--- src/pkg/sync_pwr_pkg.sv ---
// Constants and types for the sync pulse and power control block
package sync_pwr_pkg;
  localparam int unsigned SYNC_DIV_W = 16;
  localparam int unsigned NUM_DRV    = 8;
  localparam int unsigned NUM_CHAN   = 4;
  localparam int unsigned M_DIV_W    = 3;
  localparam int unsigned PN_W       = 17;
  localparam int unsigned PN_TAP_A   = 16;
  localparam int unsigned PN_TAP_B   = 13;
  localparam logic [16:0] PN_SEED    = 17'h00001;
  localparam logic [2:0]  M_DIV_RST  = 3'h1;
  localparam int unsigned CLK_HZ     = 10_000_000;
  localparam int unsigned PIN_RST_WAKE_US = 2;
  localparam int unsigned POR_WAKE_MS     = 70;
  localparam int unsigned PIN_RST_WAKE_CYC = (PIN_RST_WAKE_US * CLK_HZ) / 1_000_000;
  localparam int unsigned POR_WAKE_CYC     = (POR_WAKE_MS * (CLK_HZ / 1000));
  localparam int unsigned WAKE_CNT_W = 20;
  localparam logic [1:0]  MODE_SINGLE = 2'h0;
  localparam logic [1:0]  MODE_PERIOD = 2'h1;
  localparam logic [1:0]  MODE_PN     = 2'h2;
  typedef enum logic [2:0] {
    SYNC_IDLE = 3'b001,
    SYNC_RUN  = 3'b010,
    SYNC_DONE = 3'b100
  } sync_state_t;
endpackage

--- src/verilog/sync_pwr_ctrl.sv ---
// Sync pulse generator with reset and power-down control
//
// What this block does
// Sync source is the phase detector reference or the feedback divider clock.
// A sixteen-bit programmable divider further divides the selected source.
// Single shot, periodic and pseudorandom modes; output retimed to output clock.
// Single shot: exactly one pulse after trigger set and update committed.
// Single shot width is divider value plus one half periods.
// Single shot trigger clears itself after the pulse, ready for another.
// Periodic: half-period pulses repeat until trigger cleared and committed.
// Periodic repetition is divider value plus one half periods, two half periods for a value of zero.
// Periodic output resampled by output clock; half-period slip allowed.
// Pseudorandom: PN17 pulse sequence at divider rate until trigger cleared.
// CMOS sync mode enables the outputs whose enable bits are set; each output has its own enable and invert.
// Output divider gives 50 percent even, 33.3 for three, 40 for five.
// Driver control bit zero puts that driver in safe power-down.
// Channel bit four powers down the channel and its attached drivers.
// Distribution bias off when power control bit four is set.
// Power control bit one selects total rather than safe power-down.
// Soft reset bits two and five reset all but register zero; self-clear.
// Soft reset holds until one further serial clock cycle arrives.
// Reset pin restores defaults; outputs toggle again after about 2 us.
// Power-on reset restores buffer defaults; toggling starts after about 70 ms.
// Sleep pin low stops PLL and dividers, drivers safe off; resumes with registers.
// Control port stays operational during sleep and accepts writes.
// Writes buffered; self-clearing update bit applies all changes at once.
// PN generator is a 17-bit maximal LFSR with nonzero seed.
// Divider values above one scale as value plus one half periods.
`timescale 1ns/1ps
module sync_pwr_ctrl
  import sync_pwr_pkg::*;
#(
  parameter int unsigned POR_WAKE    = sync_pwr_pkg::POR_WAKE_CYC,
  parameter int unsigned PIN_WAKE    = sync_pwr_pkg::PIN_RST_WAKE_CYC
) (
  input  wire logic                              clk,
  input  wire logic                              sys_rst,
  input  wire logic                              por_pulse,
  input  wire logic                              reset_pin_n,
  input  wire logic                              chip_sleep_pin_n,
  input  wire logic                              sclk_edge,
  input  wire logic                              pd_ref_tick,
  input  wire logic                              fb_div_tick,
  input  wire logic                              out_clk_tick,
  input  wire logic                              distribution_clock_input,
  input  wire logic                              buf_sync_src_fb,
  input  wire logic [sync_pwr_pkg::SYNC_DIV_W-1:0] buf_sync_div,
  input  wire logic [1:0]                        buf_sync_mode,
  input  wire logic                              buf_sync_trig_wr,
  input  wire logic                              buf_sync_trig_val,
  input  wire logic                              buf_sync_cmos,
  input  wire logic [1:0]                        buf_cmos_en,
  input  wire logic [1:0]                        buf_cmos_inv,
  input  wire logic [sync_pwr_pkg::M_DIV_W-1:0]  buf_m_div,
  input  wire logic [sync_pwr_pkg::NUM_DRV-1:0]  buf_drv_pd,
  input  wire logic [sync_pwr_pkg::NUM_CHAN-1:0] buf_chan_pd,
  input  wire logic                              buf_dist_pd,
  input  wire logic                              buf_total_pd,
  input  wire logic                              update_req,
  input  wire logic                              soft_rst_req,
  output logic                                   update_pending,
  output logic                                   soft_rst_active,
  output logic                                   sync_trig_active,
  output logic                                   sync_out,
  output logic [1:0]                             sync_cmos_out,
  output logic [1:0]                             sync_cmos_oe,
  output logic                                   clk_out,
  output logic [sync_pwr_pkg::NUM_DRV-1:0]       drv_safe_pd,
  output logic [sync_pwr_pkg::NUM_DRV-1:0]       drv_total_pd,
  output logic                                   dist_bias_off,
  output logic                                   outputs_running
);
  import sync_pwr_pkg::*;

  ////////////////////////////////////////////////////////////////////////////
  // Active register copies
  logic                  src_fb_r;
  logic [SYNC_DIV_W-1:0] div_r;
  logic [1:0]            mode_r;
  logic                  trig_r;
  logic                  cmos_r;
  logic [1:0]            cmos_en_r;
  logic [1:0]            cmos_inv_r;
  logic [M_DIV_W-1:0]    m_div_r;
  logic [NUM_DRV-1:0]    drv_pd_r;
  logic [NUM_CHAN-1:0]   chan_pd_r;
  logic                  dist_pd_r;
  logic                  total_pd_r;
  logic                  trig_pend_r;
  logic                  trig_val_r;
  logic                  pend_r;
  logic                  soft_r;
  logic                  any_rst;
  logic                  sleep;
  logic                  single_done;

  assign sleep   = ~chip_sleep_pin_n;
  assign any_rst = sys_rst | por_pulse | ~reset_pin_n | soft_r;

  // soft reset hold
  always_ff @(posedge clk) begin
    if (sys_rst | por_pulse | ~reset_pin_n) begin
      soft_r <= 1'b0;
    end else if (soft_rst_req) begin
      soft_r <= 1'b1;
    end else if (sclk_edge) begin
      soft_r <= 1'b0;
    end
  end

  // buffer tracking, writes accepted while asleep
  always_ff @(posedge clk) begin
    if (any_rst) begin
      pend_r      <= 1'b0;
      trig_pend_r <= 1'b0;
      trig_val_r  <= 1'b0;
    end else begin
      if (update_req) begin
        pend_r      <= 1'b0;
        trig_pend_r <= 1'b0;
      end
      if (buf_sync_trig_wr) begin
        pend_r      <= 1'b1;
        trig_pend_r <= 1'b1;
        trig_val_r  <= buf_sync_trig_val;
      end
    end
  end

  // update applies all buffered settings at once
  always_ff @(posedge clk) begin
    if (any_rst) begin
      src_fb_r   <= 1'b0;
      div_r      <= '0;
      mode_r     <= MODE_SINGLE;
      cmos_r     <= 1'b0;
      cmos_en_r  <= 2'h3;
      cmos_inv_r <= 2'h0;
      m_div_r    <= M_DIV_RST;
      drv_pd_r   <= '0;
      chan_pd_r  <= '0;
      dist_pd_r  <= 1'b0;
      total_pd_r <= 1'b0;
    end else if (update_req) begin
      src_fb_r   <= buf_sync_src_fb;
      div_r      <= buf_sync_div;
      mode_r     <= buf_sync_mode;
      cmos_r     <= buf_sync_cmos;
      cmos_en_r  <= buf_cmos_en;
      cmos_inv_r <= buf_cmos_inv;
      m_div_r    <= buf_m_div;
      drv_pd_r   <= buf_drv_pd;
      chan_pd_r  <= buf_chan_pd;
      dist_pd_r  <= buf_dist_pd;
      total_pd_r <= buf_total_pd;
    end
  end

  // trigger bit; self-clear loses to a committed set
  always_ff @(posedge clk) begin
    if (any_rst) begin
      trig_r <= 1'b0;
    end else if (update_req && trig_pend_r) begin
      trig_r <= trig_val_r;
    end else if (single_done) begin
      trig_r <= 1'b0;
    end
  end

  ////////////////////////////////////////////////////////////////////////////
  // Wake-up timer after resets
  logic [WAKE_CNT_W-1:0] wake_cnt_r;
  logic                  running;

  // output toggling delay
  always_ff @(posedge clk) begin
    if (sys_rst | por_pulse) begin
      wake_cnt_r <= WAKE_CNT_W'(POR_WAKE);
    end else if (~reset_pin_n) begin
      wake_cnt_r <= WAKE_CNT_W'(PIN_WAKE);
    end else if (wake_cnt_r != '0) begin
      wake_cnt_r <= wake_cnt_r - 1'b1;
    end
  end
  // sleep stops dividers
  assign running = (wake_cnt_r == '0) && !sleep && !soft_r;

  ////////////////////////////////////////////////////////////////////////////
  // Sync generator
  sync_state_t           st_r;
  logic [SYNC_DIV_W-1:0] cnt_r;
  logic [PN_W-1:0]       pn_r;
  logic                  half_tick;
  logic                  wrap;
  logic                  raw_r;

  // source select
  assign half_tick = running && (src_fb_r ? fb_div_tick : pd_ref_tick);
  // divider wraps after value plus one half periods
  assign wrap        = half_tick && (cnt_r == div_r);
  assign single_done = (st_r == SYNC_RUN) && (mode_r == MODE_SINGLE) && wrap;

  always_ff @(posedge clk) begin
    if (any_rst || !trig_r || st_r != SYNC_RUN) begin
      cnt_r <= '0;
    end else if (half_tick) begin
      cnt_r <= wrap ? '0 : cnt_r + 1'b1;
    end
  end

  // mode sequencing
  always_ff @(posedge clk) begin
    if (any_rst) begin
      st_r <= SYNC_IDLE;
    end else begin
      unique case (st_r)
        SYNC_IDLE: begin
          if (trig_r && half_tick) begin
            st_r <= SYNC_RUN;
          end
        end
        SYNC_RUN: begin
          if (single_done || (!trig_r && !raw_r)) begin
            st_r <= SYNC_DONE;
          end
        end
        SYNC_DONE: begin
          st_r <= SYNC_IDLE;
        end
        default: begin
          st_r <= SYNC_IDLE;
        end
      endcase
    end
  end

  // PN17 LFSR advanced per divided period
  always_ff @(posedge clk) begin
    if (any_rst) begin
      pn_r <= PN_SEED;
    end else if (wrap && st_r == SYNC_RUN) begin
      pn_r <= {pn_r[PN_W-2:0], pn_r[PN_TAP_A] ^ pn_r[PN_TAP_B]};
    end
  end

  // raw pulse shape; a periodic or PN pulse in flight finishes after trigger drops, a single shot pulse ends at the next half period
  always_ff @(posedge clk) begin
    if (any_rst || st_r == SYNC_DONE) begin
      raw_r <= 1'b0;
    end else if (half_tick && st_r == SYNC_IDLE) begin
      raw_r <= trig_r && (mode_r == MODE_SINGLE);
    end else if (half_tick) begin
      unique case (mode_r)
        MODE_SINGLE: raw_r <= trig_r && !wrap;
        MODE_PERIOD: raw_r <= trig_r && (cnt_r == '0) && (div_r != '0 ? 1'b1 : !raw_r);
        MODE_PN:     raw_r <= trig_r && (cnt_r == '0) && pn_r[0];
        default:     raw_r <= 1'b0;
      endcase
    end
  end

  // retime on output clock
  always_ff @(posedge clk) begin
    if (any_rst) begin
      sync_out <= 1'b0;
    end else if (out_clk_tick) begin
      sync_out <= raw_r && running;
    end
  end

  // CMOS sync outputs
  always_ff @(posedge clk) begin
    if (any_rst) begin
      sync_cmos_out <= 2'h0;
      sync_cmos_oe  <= 2'h0;
    end else if (out_clk_tick) begin
      sync_cmos_out <= {2{raw_r && running}} ^ cmos_inv_r;
      sync_cmos_oe  <= cmos_r ? cmos_en_r : 2'h0;
    end
  end

  ////////////////////////////////////////////////////////////////////////////
  // Output divider
  logic [M_DIV_W-1:0] mcnt_r;
  logic [M_DIV_W-1:0] hi_len;

  function automatic logic [M_DIV_W-1:0] high_count(input logic [M_DIV_W-1:0] m);
    high_count = (m[0] && m != 3'h1) ? (m == 3'h3 ? 3'h1 : 3'h2) : (m >> 1);
  endfunction

  // duty cycle per ratio
  assign hi_len = high_count(m_div_r);
  always_ff @(posedge clk) begin
    if (any_rst || !running) begin
      mcnt_r  <= '0;
      clk_out <= 1'b0;
    end else if (m_div_r <= 3'h1) begin
      clk_out <= distribution_clock_input;
    end else if (out_clk_tick) begin
      mcnt_r  <= (mcnt_r == m_div_r - 1'b1) ? '0 : mcnt_r + 1'b1;
      clk_out <= ((mcnt_r == m_div_r - 1'b1) ? '0 : mcnt_r + 1'b1) < hi_len;
    end
  end

  ////////////////////////////////////////////////////////////////////////////
  // Power-down controls
  logic [NUM_DRV-1:0] pd_all;

  // per-driver and per-channel, two drivers to a channel
  always_comb begin
    for (int i = 0; i < NUM_DRV; i++) begin
      pd_all[i] = drv_pd_r[i] | chan_pd_r[i/2] | sleep;
    end
  end

  // distribution bias and total power-down
  always_ff @(posedge clk) begin
    if (any_rst) begin
      drv_safe_pd   <= '0;
      drv_total_pd  <= '0;
      dist_bias_off <= 1'b0;
    end else begin
      drv_safe_pd   <= (total_pd_r && !sleep) ? '0 : pd_all;
      drv_total_pd  <= (total_pd_r && !sleep) ? pd_all : '0;
      dist_bias_off <= dist_pd_r;
    end
  end

  ////////////////////////////////////////////////////////////////////////////
  // Status
  always_ff @(posedge clk) begin
    if (sys_rst) begin
      update_pending   <= 1'b0;
      soft_rst_active  <= 1'b0;
      sync_trig_active <= 1'b0;
      outputs_running  <= 1'b0;
    end else begin
      update_pending   <= pend_r;
      soft_rst_active  <= soft_r;
      sync_trig_active <= trig_r;
      outputs_running  <= running;
    end
  end
endmodule

--- config.mk ---
export PLATFORM = sky130hd
export DESIGN_NAME = sync_pwr_ctrl
export DESIGN_NICKNAME = d
export VERILOG_FILES = /design/src/pkg/sync_pwr_pkg.sv /design/src/verilog/sync_pwr_ctrl.sv
export SDC_FILE = /design/constraint.sdc
export NUM_CORES = 1
export LEC_CHECK = 0
export BUFFER_PORTS_ARGS = -buffer_cell sky130_fd_sc_hd__buf_2
export CAP_MARGIN = 0
export CORE_MARGIN = 8
export CORE_UTILIZATION = 55
export CTS_CLUSTER_DIAMETER = 200
export CTS_CLUSTER_SIZE = 24
export DETAILED_ROUTE_END_ITERATION = 6
export MAX_ROUTING_LAYER = met4
export PLACE_DENSITY = 0.84
export REMOVE_ABC_BUFFERS = 1
export SLEW_MARGIN = 10
export SYNTH_ARGS = -nofsm -noshare
export SYNTH_HDL_FRONTEND = slang
export SYNTH_SLANG_ARGS = --single-unit
--- constraint.sdc ---
create_clock -name clk -period 4.03 [get_ports clk]
set_input_delay 0.806 -clock clk [delete_from_list [all_inputs] [get_ports clk]]
set_output_delay 0.806 -clock clk [all_outputs]
set_load 0.02 [all_outputs]
# Word level (Yosys, flattened, before mapping)
# Cells that the tools add are included.
[op_classes]
addsub = 4
mul = 0
div_mod_pow = 0
order_cmp = 2
n_eq_ne = 13
n_shift = 0
muxes = 23
bitwise = 25
reduce_logical = 44
[ops]
columns = ["operator", "n"]
rows = [
  ["$mux 20", 2],
  ["$logic_not 20->1", 1],
  ["$reduce_bool 20->1", 1],
  ["$sub 20x1->20 const B", 1],
  ["$logic_and 1x1->1", 19],
  ["$or 1x1->1", 19],
  ["$add 16x1->16 const B", 1],
  ["$eq 16x16->1", 1],
  ["$logic_not 16->1", 1],
  ["$mux 16", 1],
  ["$reduce_bool 16->1", 1],
  ["$mux 1", 12],
  ["$reduce_bool 2->1", 5],
  ["$mux 3", 3],
  ["$eq 3x2->1 const B", 2],
  ["$mux 2", 3],
  ["$pmux 3 s2", 1],
  ["$reduce_or 2->1", 3],
  ["$logic_not 1->1", 5],
  ["$logic_or 1x1->1", 5],
  ["$ne 2x1->1 const B", 2],
  ["$not 1->1", 4],
  ["$reduce_and 2->1", 2],
  ["$add 3x1->3 const B", 1],
  ["other kinds (15)", 15],
]
[totals]
ff_bits = 132
latchBits = 0
mem_bits_rw = 0
rom_bits = 0
in_bits = 55
out_inout_bits = 27
wordCells = 144
memories = 0

# Longest topological paths before layout
[depth]
ltp_word = 10
ltp_mapped = 9
ltp_nobuf = 9

# Worst setup path after synthesis
# No wires, ideal clock.
[synth_timing]
kind = "input-to-reg"
from = "input port chip_sleep_pin_n"
to = "register cnt_r[15]"
setup_ns = 0.072
arrival_time_ns = 2.177
required_time_ns = 3.958
slack_ns = 1.781
cell_stages = 6
n_path_buf = 1
cell_sequence = "clkbuf_1 > and4b_1 > nand4_1 > or2_0 > or4_1 > a21oi_1"
[synth_via]
elab_chain_cells = 5
[synth_rtl]
columns = ["item", "line", "rtl"]
rows = [
  ["from (decl)", "sync_pwr_ctrl.sv:40", "input wire logic chip_sleep_pin_n,"],
  ["$logic_and 1x1->1 * (2 in a row)", "sync_pwr_ctrl.sv:186", "assign running = (wake_cnt_r == '0) && !sleep && !soft_r;"],
  ["$logic_and 1x1->1 *", "sync_pwr_ctrl.sv:198", "assign half_tick = running && (src_fb_r ? fb_div_tick : pd_ref_tick);"],
  ["$logic_and 1x1->1", "sync_pwr_ctrl.sv:200", "assign wrap = half_tick && (cnt_r == div_r);"],
  ["$mux 16", "sync_pwr_ctrl.sv:207", "cnt_r <= wrap ? '0 : cnt_r + 1'b1;"],
  ["to (signal assigned)", "sync_pwr_ctrl.sv:207", ""],
  ["to (decl)", "sync_pwr_ctrl.sv:191", "logic [SYNC_DIV_W-1:0] cnt_r;"],
]
# Every way passes the cells marked *; elsewhere a longest branch is shown, timed or not.
# A chain may end at the register's enable or synchronous reset.

# Worst setup path after layout
[layout_timing]
from = "register wake_cnt_r[0]"
to = "register pn_r[6]"
[layout_via]
elab_chain_cells = 6
[layout_rtl]
columns = ["item", "line", "rtl"]
rows = [
  ["from (decl)", "sync_pwr_ctrl.sv:172", "logic [WAKE_CNT_W-1:0] wake_cnt_r;"],
  ["from (signal assigned)", "sync_pwr_ctrl.sv:178", "wake_cnt_r <= WAKE_CNT_W'(POR_WAKE);"],
  ["from (signal assigned)", "sync_pwr_ctrl.sv:180", "wake_cnt_r <= WAKE_CNT_W'(PIN_WAKE);"],
  ["from (signal assigned)", "sync_pwr_ctrl.sv:182", "wake_cnt_r <= wake_cnt_r - 1'b1;"],
  ["$logic_not 20->1", "sync_pwr_ctrl.sv:186", ""],
  ["$logic_and 1x1->1 (2 in a row)", "sync_pwr_ctrl.sv:186", ""],
  ["$logic_and 1x1->1", "sync_pwr_ctrl.sv:198", ""],
  ["$logic_and 1x1->1", "sync_pwr_ctrl.sv:200", ""],
  ["$logic_and 1x1->1", "sync_pwr_ctrl.sv:241", "end else if (wrap && st_r == SYNC_RUN) begin"],
  ["to (signal assigned)", "sync_pwr_ctrl.sv:242", "pn_r <= {pn_r[PN_W-2:0], pn_r[PN_TAP_A] ^ pn_r[PN_TAP_B]};"],
  ["to (decl)", "sync_pwr_ctrl.sv:192", "logic [PN_W-1:0] pn_r;"],
]
# No other way between the ends.

==> flow_metrics.tcl <==
set metrics [dict create \
    syn-cell-area_um2 5834 \
    drv_cap 0 \
    ctsHoldBuffers 0 \
    area_growth_pct 17.71 \
    nets 767 \
    ys_warn_count 0 \
    grt_pass1_wl_mm 23.25 \
    end_kind "flop" \
    fin_skew_ns 0.01052 \
    fin_crit_ns 2.810 \
    hpwl_mm 9.794 \
    numCtsBuffers 17 \
    grt_remaining_overflow 0 \
    cts_tree "done" \
    finalCritPeriodShare_pct 69.74 \
    io_pins 82 \
    path_cells "inv_1, ha_1, nor4b_2, nand4_2, nor3_1, nor3b_2, buf_4, mux2i_1" \
    fin_tns_setup_ns 0 \
    die_h_um 119.0 \
    cts_num_sinks 132 \
    ys_seq_elements 132 \
    drt_iter0_markers 323 \
    wl_per_cell_um 16.61 \
    startpoint_type "flop" \
    ys_async_sr_fraction_pct 0 \
    path_class "reg2reg" \
    antenna_found_initial 0 \
    slew_headroom_pct 30.51 \
    grt_max_degree 55 \
    clockBufferDepth 2 \
    setup_ws_ns 1.220 \
    setup_violations 0 \
    grt_usage_pct 20.30 \
    placed_area_um2 6294 \
    p_leak_nw 2.782 \
    synthDistinctLibCells 60 \
    avgSynthCellArea_um2 9.276 \
    powerDensity_nw_per_um2 434.3 \
    rows 37 \
    cts_resized 0 \
    start_util_pct 56.51 \
    ir_drop_uv 225.2 \
    vias_per_cell 5.682 \
    slowest_delay_ns 0.56 \
    chipWidth_um 119.0 \
    dp_slack_ns 1.091 \
    postCtsSetupRepairBufs 0 \
    antennaDiodeCount 0 \
    finalHoldViolCount 0 \
    grt_pass1_vias 4951 \
    rrSetupSlack_ns 1.22 \
    wirelength_mm 14.10 \
    clock_latency_ns 0.52 \
    rsz0062_at_grt "no" \
    crit_slowest_cell "nand4_2" \
    vias 4824 \
    dieArea_um2 14160 \
    tightest_slew_ns 1.042 \
    hp-class "reg2reg" \
    dr.pass1.iters 7 \
    portBuffers 81 \
    htreeDepth 4 \
    yosysSeqAreaShare_pct 45.29 \
    netlist_instances 629 \
    coreArea_um2 10320 \
    drc 0 \
    gp_congestion 0.8853 \
    postRouteAntennaNets 0 \
    critPathRequiredTime_ns 4.47 \
    synth_edf_count 0 \
    holdWs_ns 0.4682 \
    synth_top_flop_cell "dfxtp_1" \
    drive_above_1_share_pct 19.35 \
    arrival_ns 3.25 \
    slew_violations 0 \
    outcome "finished, final reports clean" \
    critical_path.max_fanout 24 \
    clock-root-buffer "clkbuf_8" \
    clock.fmax_mhz 355.8 \
    fin_area_um2 6868 \
    clkTransAtPathRegs_ns 0.07 \
]
layer usage:
layer  global-route usage, %  wire length [um]
met1                   21.71              5824
met2                   35.69              7383
met3                   4.015               505
met4                   9.012               389
met5                       -                 0
report_power, final:
| part | total (W) | internal (W) | switching [W] |
|---|---|---|---|
| Clock | 0.00147 | 0.000801 | 0.000673 |
| Combinational | 0.000168 | 0.0000739 | 0.0000942 |
| Sequential | 0.00134 | 0.00132 | 0.0000173 |
| Total | 0.00298 | 0.00220 | 0.000785 |
worst max-delay path: cells and delay by family, from the launching register on:
family / cells / cell delay, ns
AND/OR/NAND/NOR: 4 / 1.50
buffers and inverters: 2 / 0.44
flip-flops: 1 / 0.33
multiplexers: 1 / 0.25
adder cells (fa/ha/maj): 1 / 0.20
metrics by stage:
step | power, W | instances | util [%]
floorplan | 0.001462 | 596 | -
global placement | 0.001527 | 817 | 60.96
detailed placement | 0.001534 | 817 | 60.96
CTS | 0.002992 | 849 | 66.53
global route | 0.003073 | 849 | 66.53
finish | 0.002983 | 849 | 66.53
path summary, 6_finish.rpt:
check,startpoint,end,cells after the start
max,wake_cnt_r[0]$_SDFFE_PP0N_,pn_r[6]$_SDFFE_PP0P_,8
min,dist_pd_r$_SDFFE_PP0P_,dist_bias_off$_SDFF_PP0_,1
max reg2reg,wake_cnt_r[0]$_SDFFE_PP0N_,pn_r[6]$_SDFFE_PP0P_,8
min reg2reg,dist_pd_r$_SDFFE_PP0P_,dist_bias_off$_SDFF_PP0_,1
logic make-up (layout without fill, tap and decap cells):
family          after synthesis  in the layout  synth area share [%]
mux                          62             62                 10.68
compound gates               65             65                 7.484
fa+ha+maj                    12             12                 2.573
simple gates                262            262                 23.01
flops                       132            132                 45.29
buf+inv                      48            132                 3.517
xor+xnor                     48             48                 7.441
cell type report:
cell class / count / area (um2)
Sequential cell: 132 / 2643
Inverter: 15 / 56.30
Fill cell: 780 / 3456
Tap cell: 136 / 170.2
Clock inverter: 15 / 160.2
Clock buffer: 17 / 414.1
Timing Repair Buffer: 85 / 435.4
Multi-Input combinational cell: 449 / 2989
layout by cell type, fill, tap and decap left out, types with 4 or more instances in the layout:
cell type / netlist / routed
o21a_1: 8 / 8
a31oi_1: 4 / 4
nand3_1: 18 / 18
xnor2_1: 23 / 23
o21ai_0: 13 / 13
nor2_1: 104 / 103
o311ai_0: 4 / 4
and4_1: 4 / 4
a21oi_1: 17 / 17
inv_1: 15 / 15
o211ai_1: 5 / 5
nor3_1: 19 / 19
clkbuf_16: 0 / 16
inv_8: 0 / 6
nor4b_1: 4 / 4
nor4_1: 14 / 14
dfxtp_1: 132 / 132
mux2i_1: 60 / 60
nor2b_1: 6 / 6
xor2_1: 24 / 24
nor3b_1: 4 / 4
nand2b_1: 6 / 6
inv_6: 0 / 5
buf_2: 4 / 81
buf_4: 1 / 4
nand4_1: 10 / 10
nand2_1: 40 / 40
and2_1: 4 / 4
ha_1: 12 / 12
state kept, by name, summed over array words and instances, names as in the netlist, 2 cells and up:
register / count
wake_cnt_r: 20
pn_r: 17
cnt_r: 16
div_r: 16
drv_pd_r: 8
drv_safe_pd: 8
drv_total_pd: 8
chan_pd_r: 4
m_div_r: 3
mcnt_r: 3
st_r: 3
cmos_en_r: 2
cmos_inv_r: 2
mode_r: 2
sync_cmos_oe: 2
sync_cmos_out: 2
synth_stat cells, types with 4 or more instances:
cell | n | area (um2)
o211ai_1 | 5 | 37.54
inv_1 | 15 | 56.30
buf_2 | 4 | 20.02
xor2_1 | 24 | 210.2
nor4_1 | 14 | 87.58
nor4b_1 | 4 | 35.03
a31oi_1 | 4 | 25.02
nor3_1 | 19 | 95.09
a21oi_1 | 17 | 85.08
nor2b_1 | 6 | 37.54
nand4_1 | 10 | 62.56
mux2i_1 | 60 | 600.6
nand2b_1 | 6 | 37.54
dfxtp_1 | 132 | 2643
nor3b_1 | 4 | 30.03
o311ai_0 | 4 | 35.03
nand2_1 | 40 | 150.1
o21a_1 | 8 | 60.06
o21ai_0 | 13 | 65.06
nand3_1 | 18 | 90.09
ha_1 | 12 | 150.1
xnor2_1 | 23 | 201.4
and4_1 | 4 | 35.03
nor2_1 | 104 | 390.4
and2_1 | 4 | 25.02
clkbuf_1 | 24 | 90.09
Note: power is estimated with default switching activity, not from simulation.
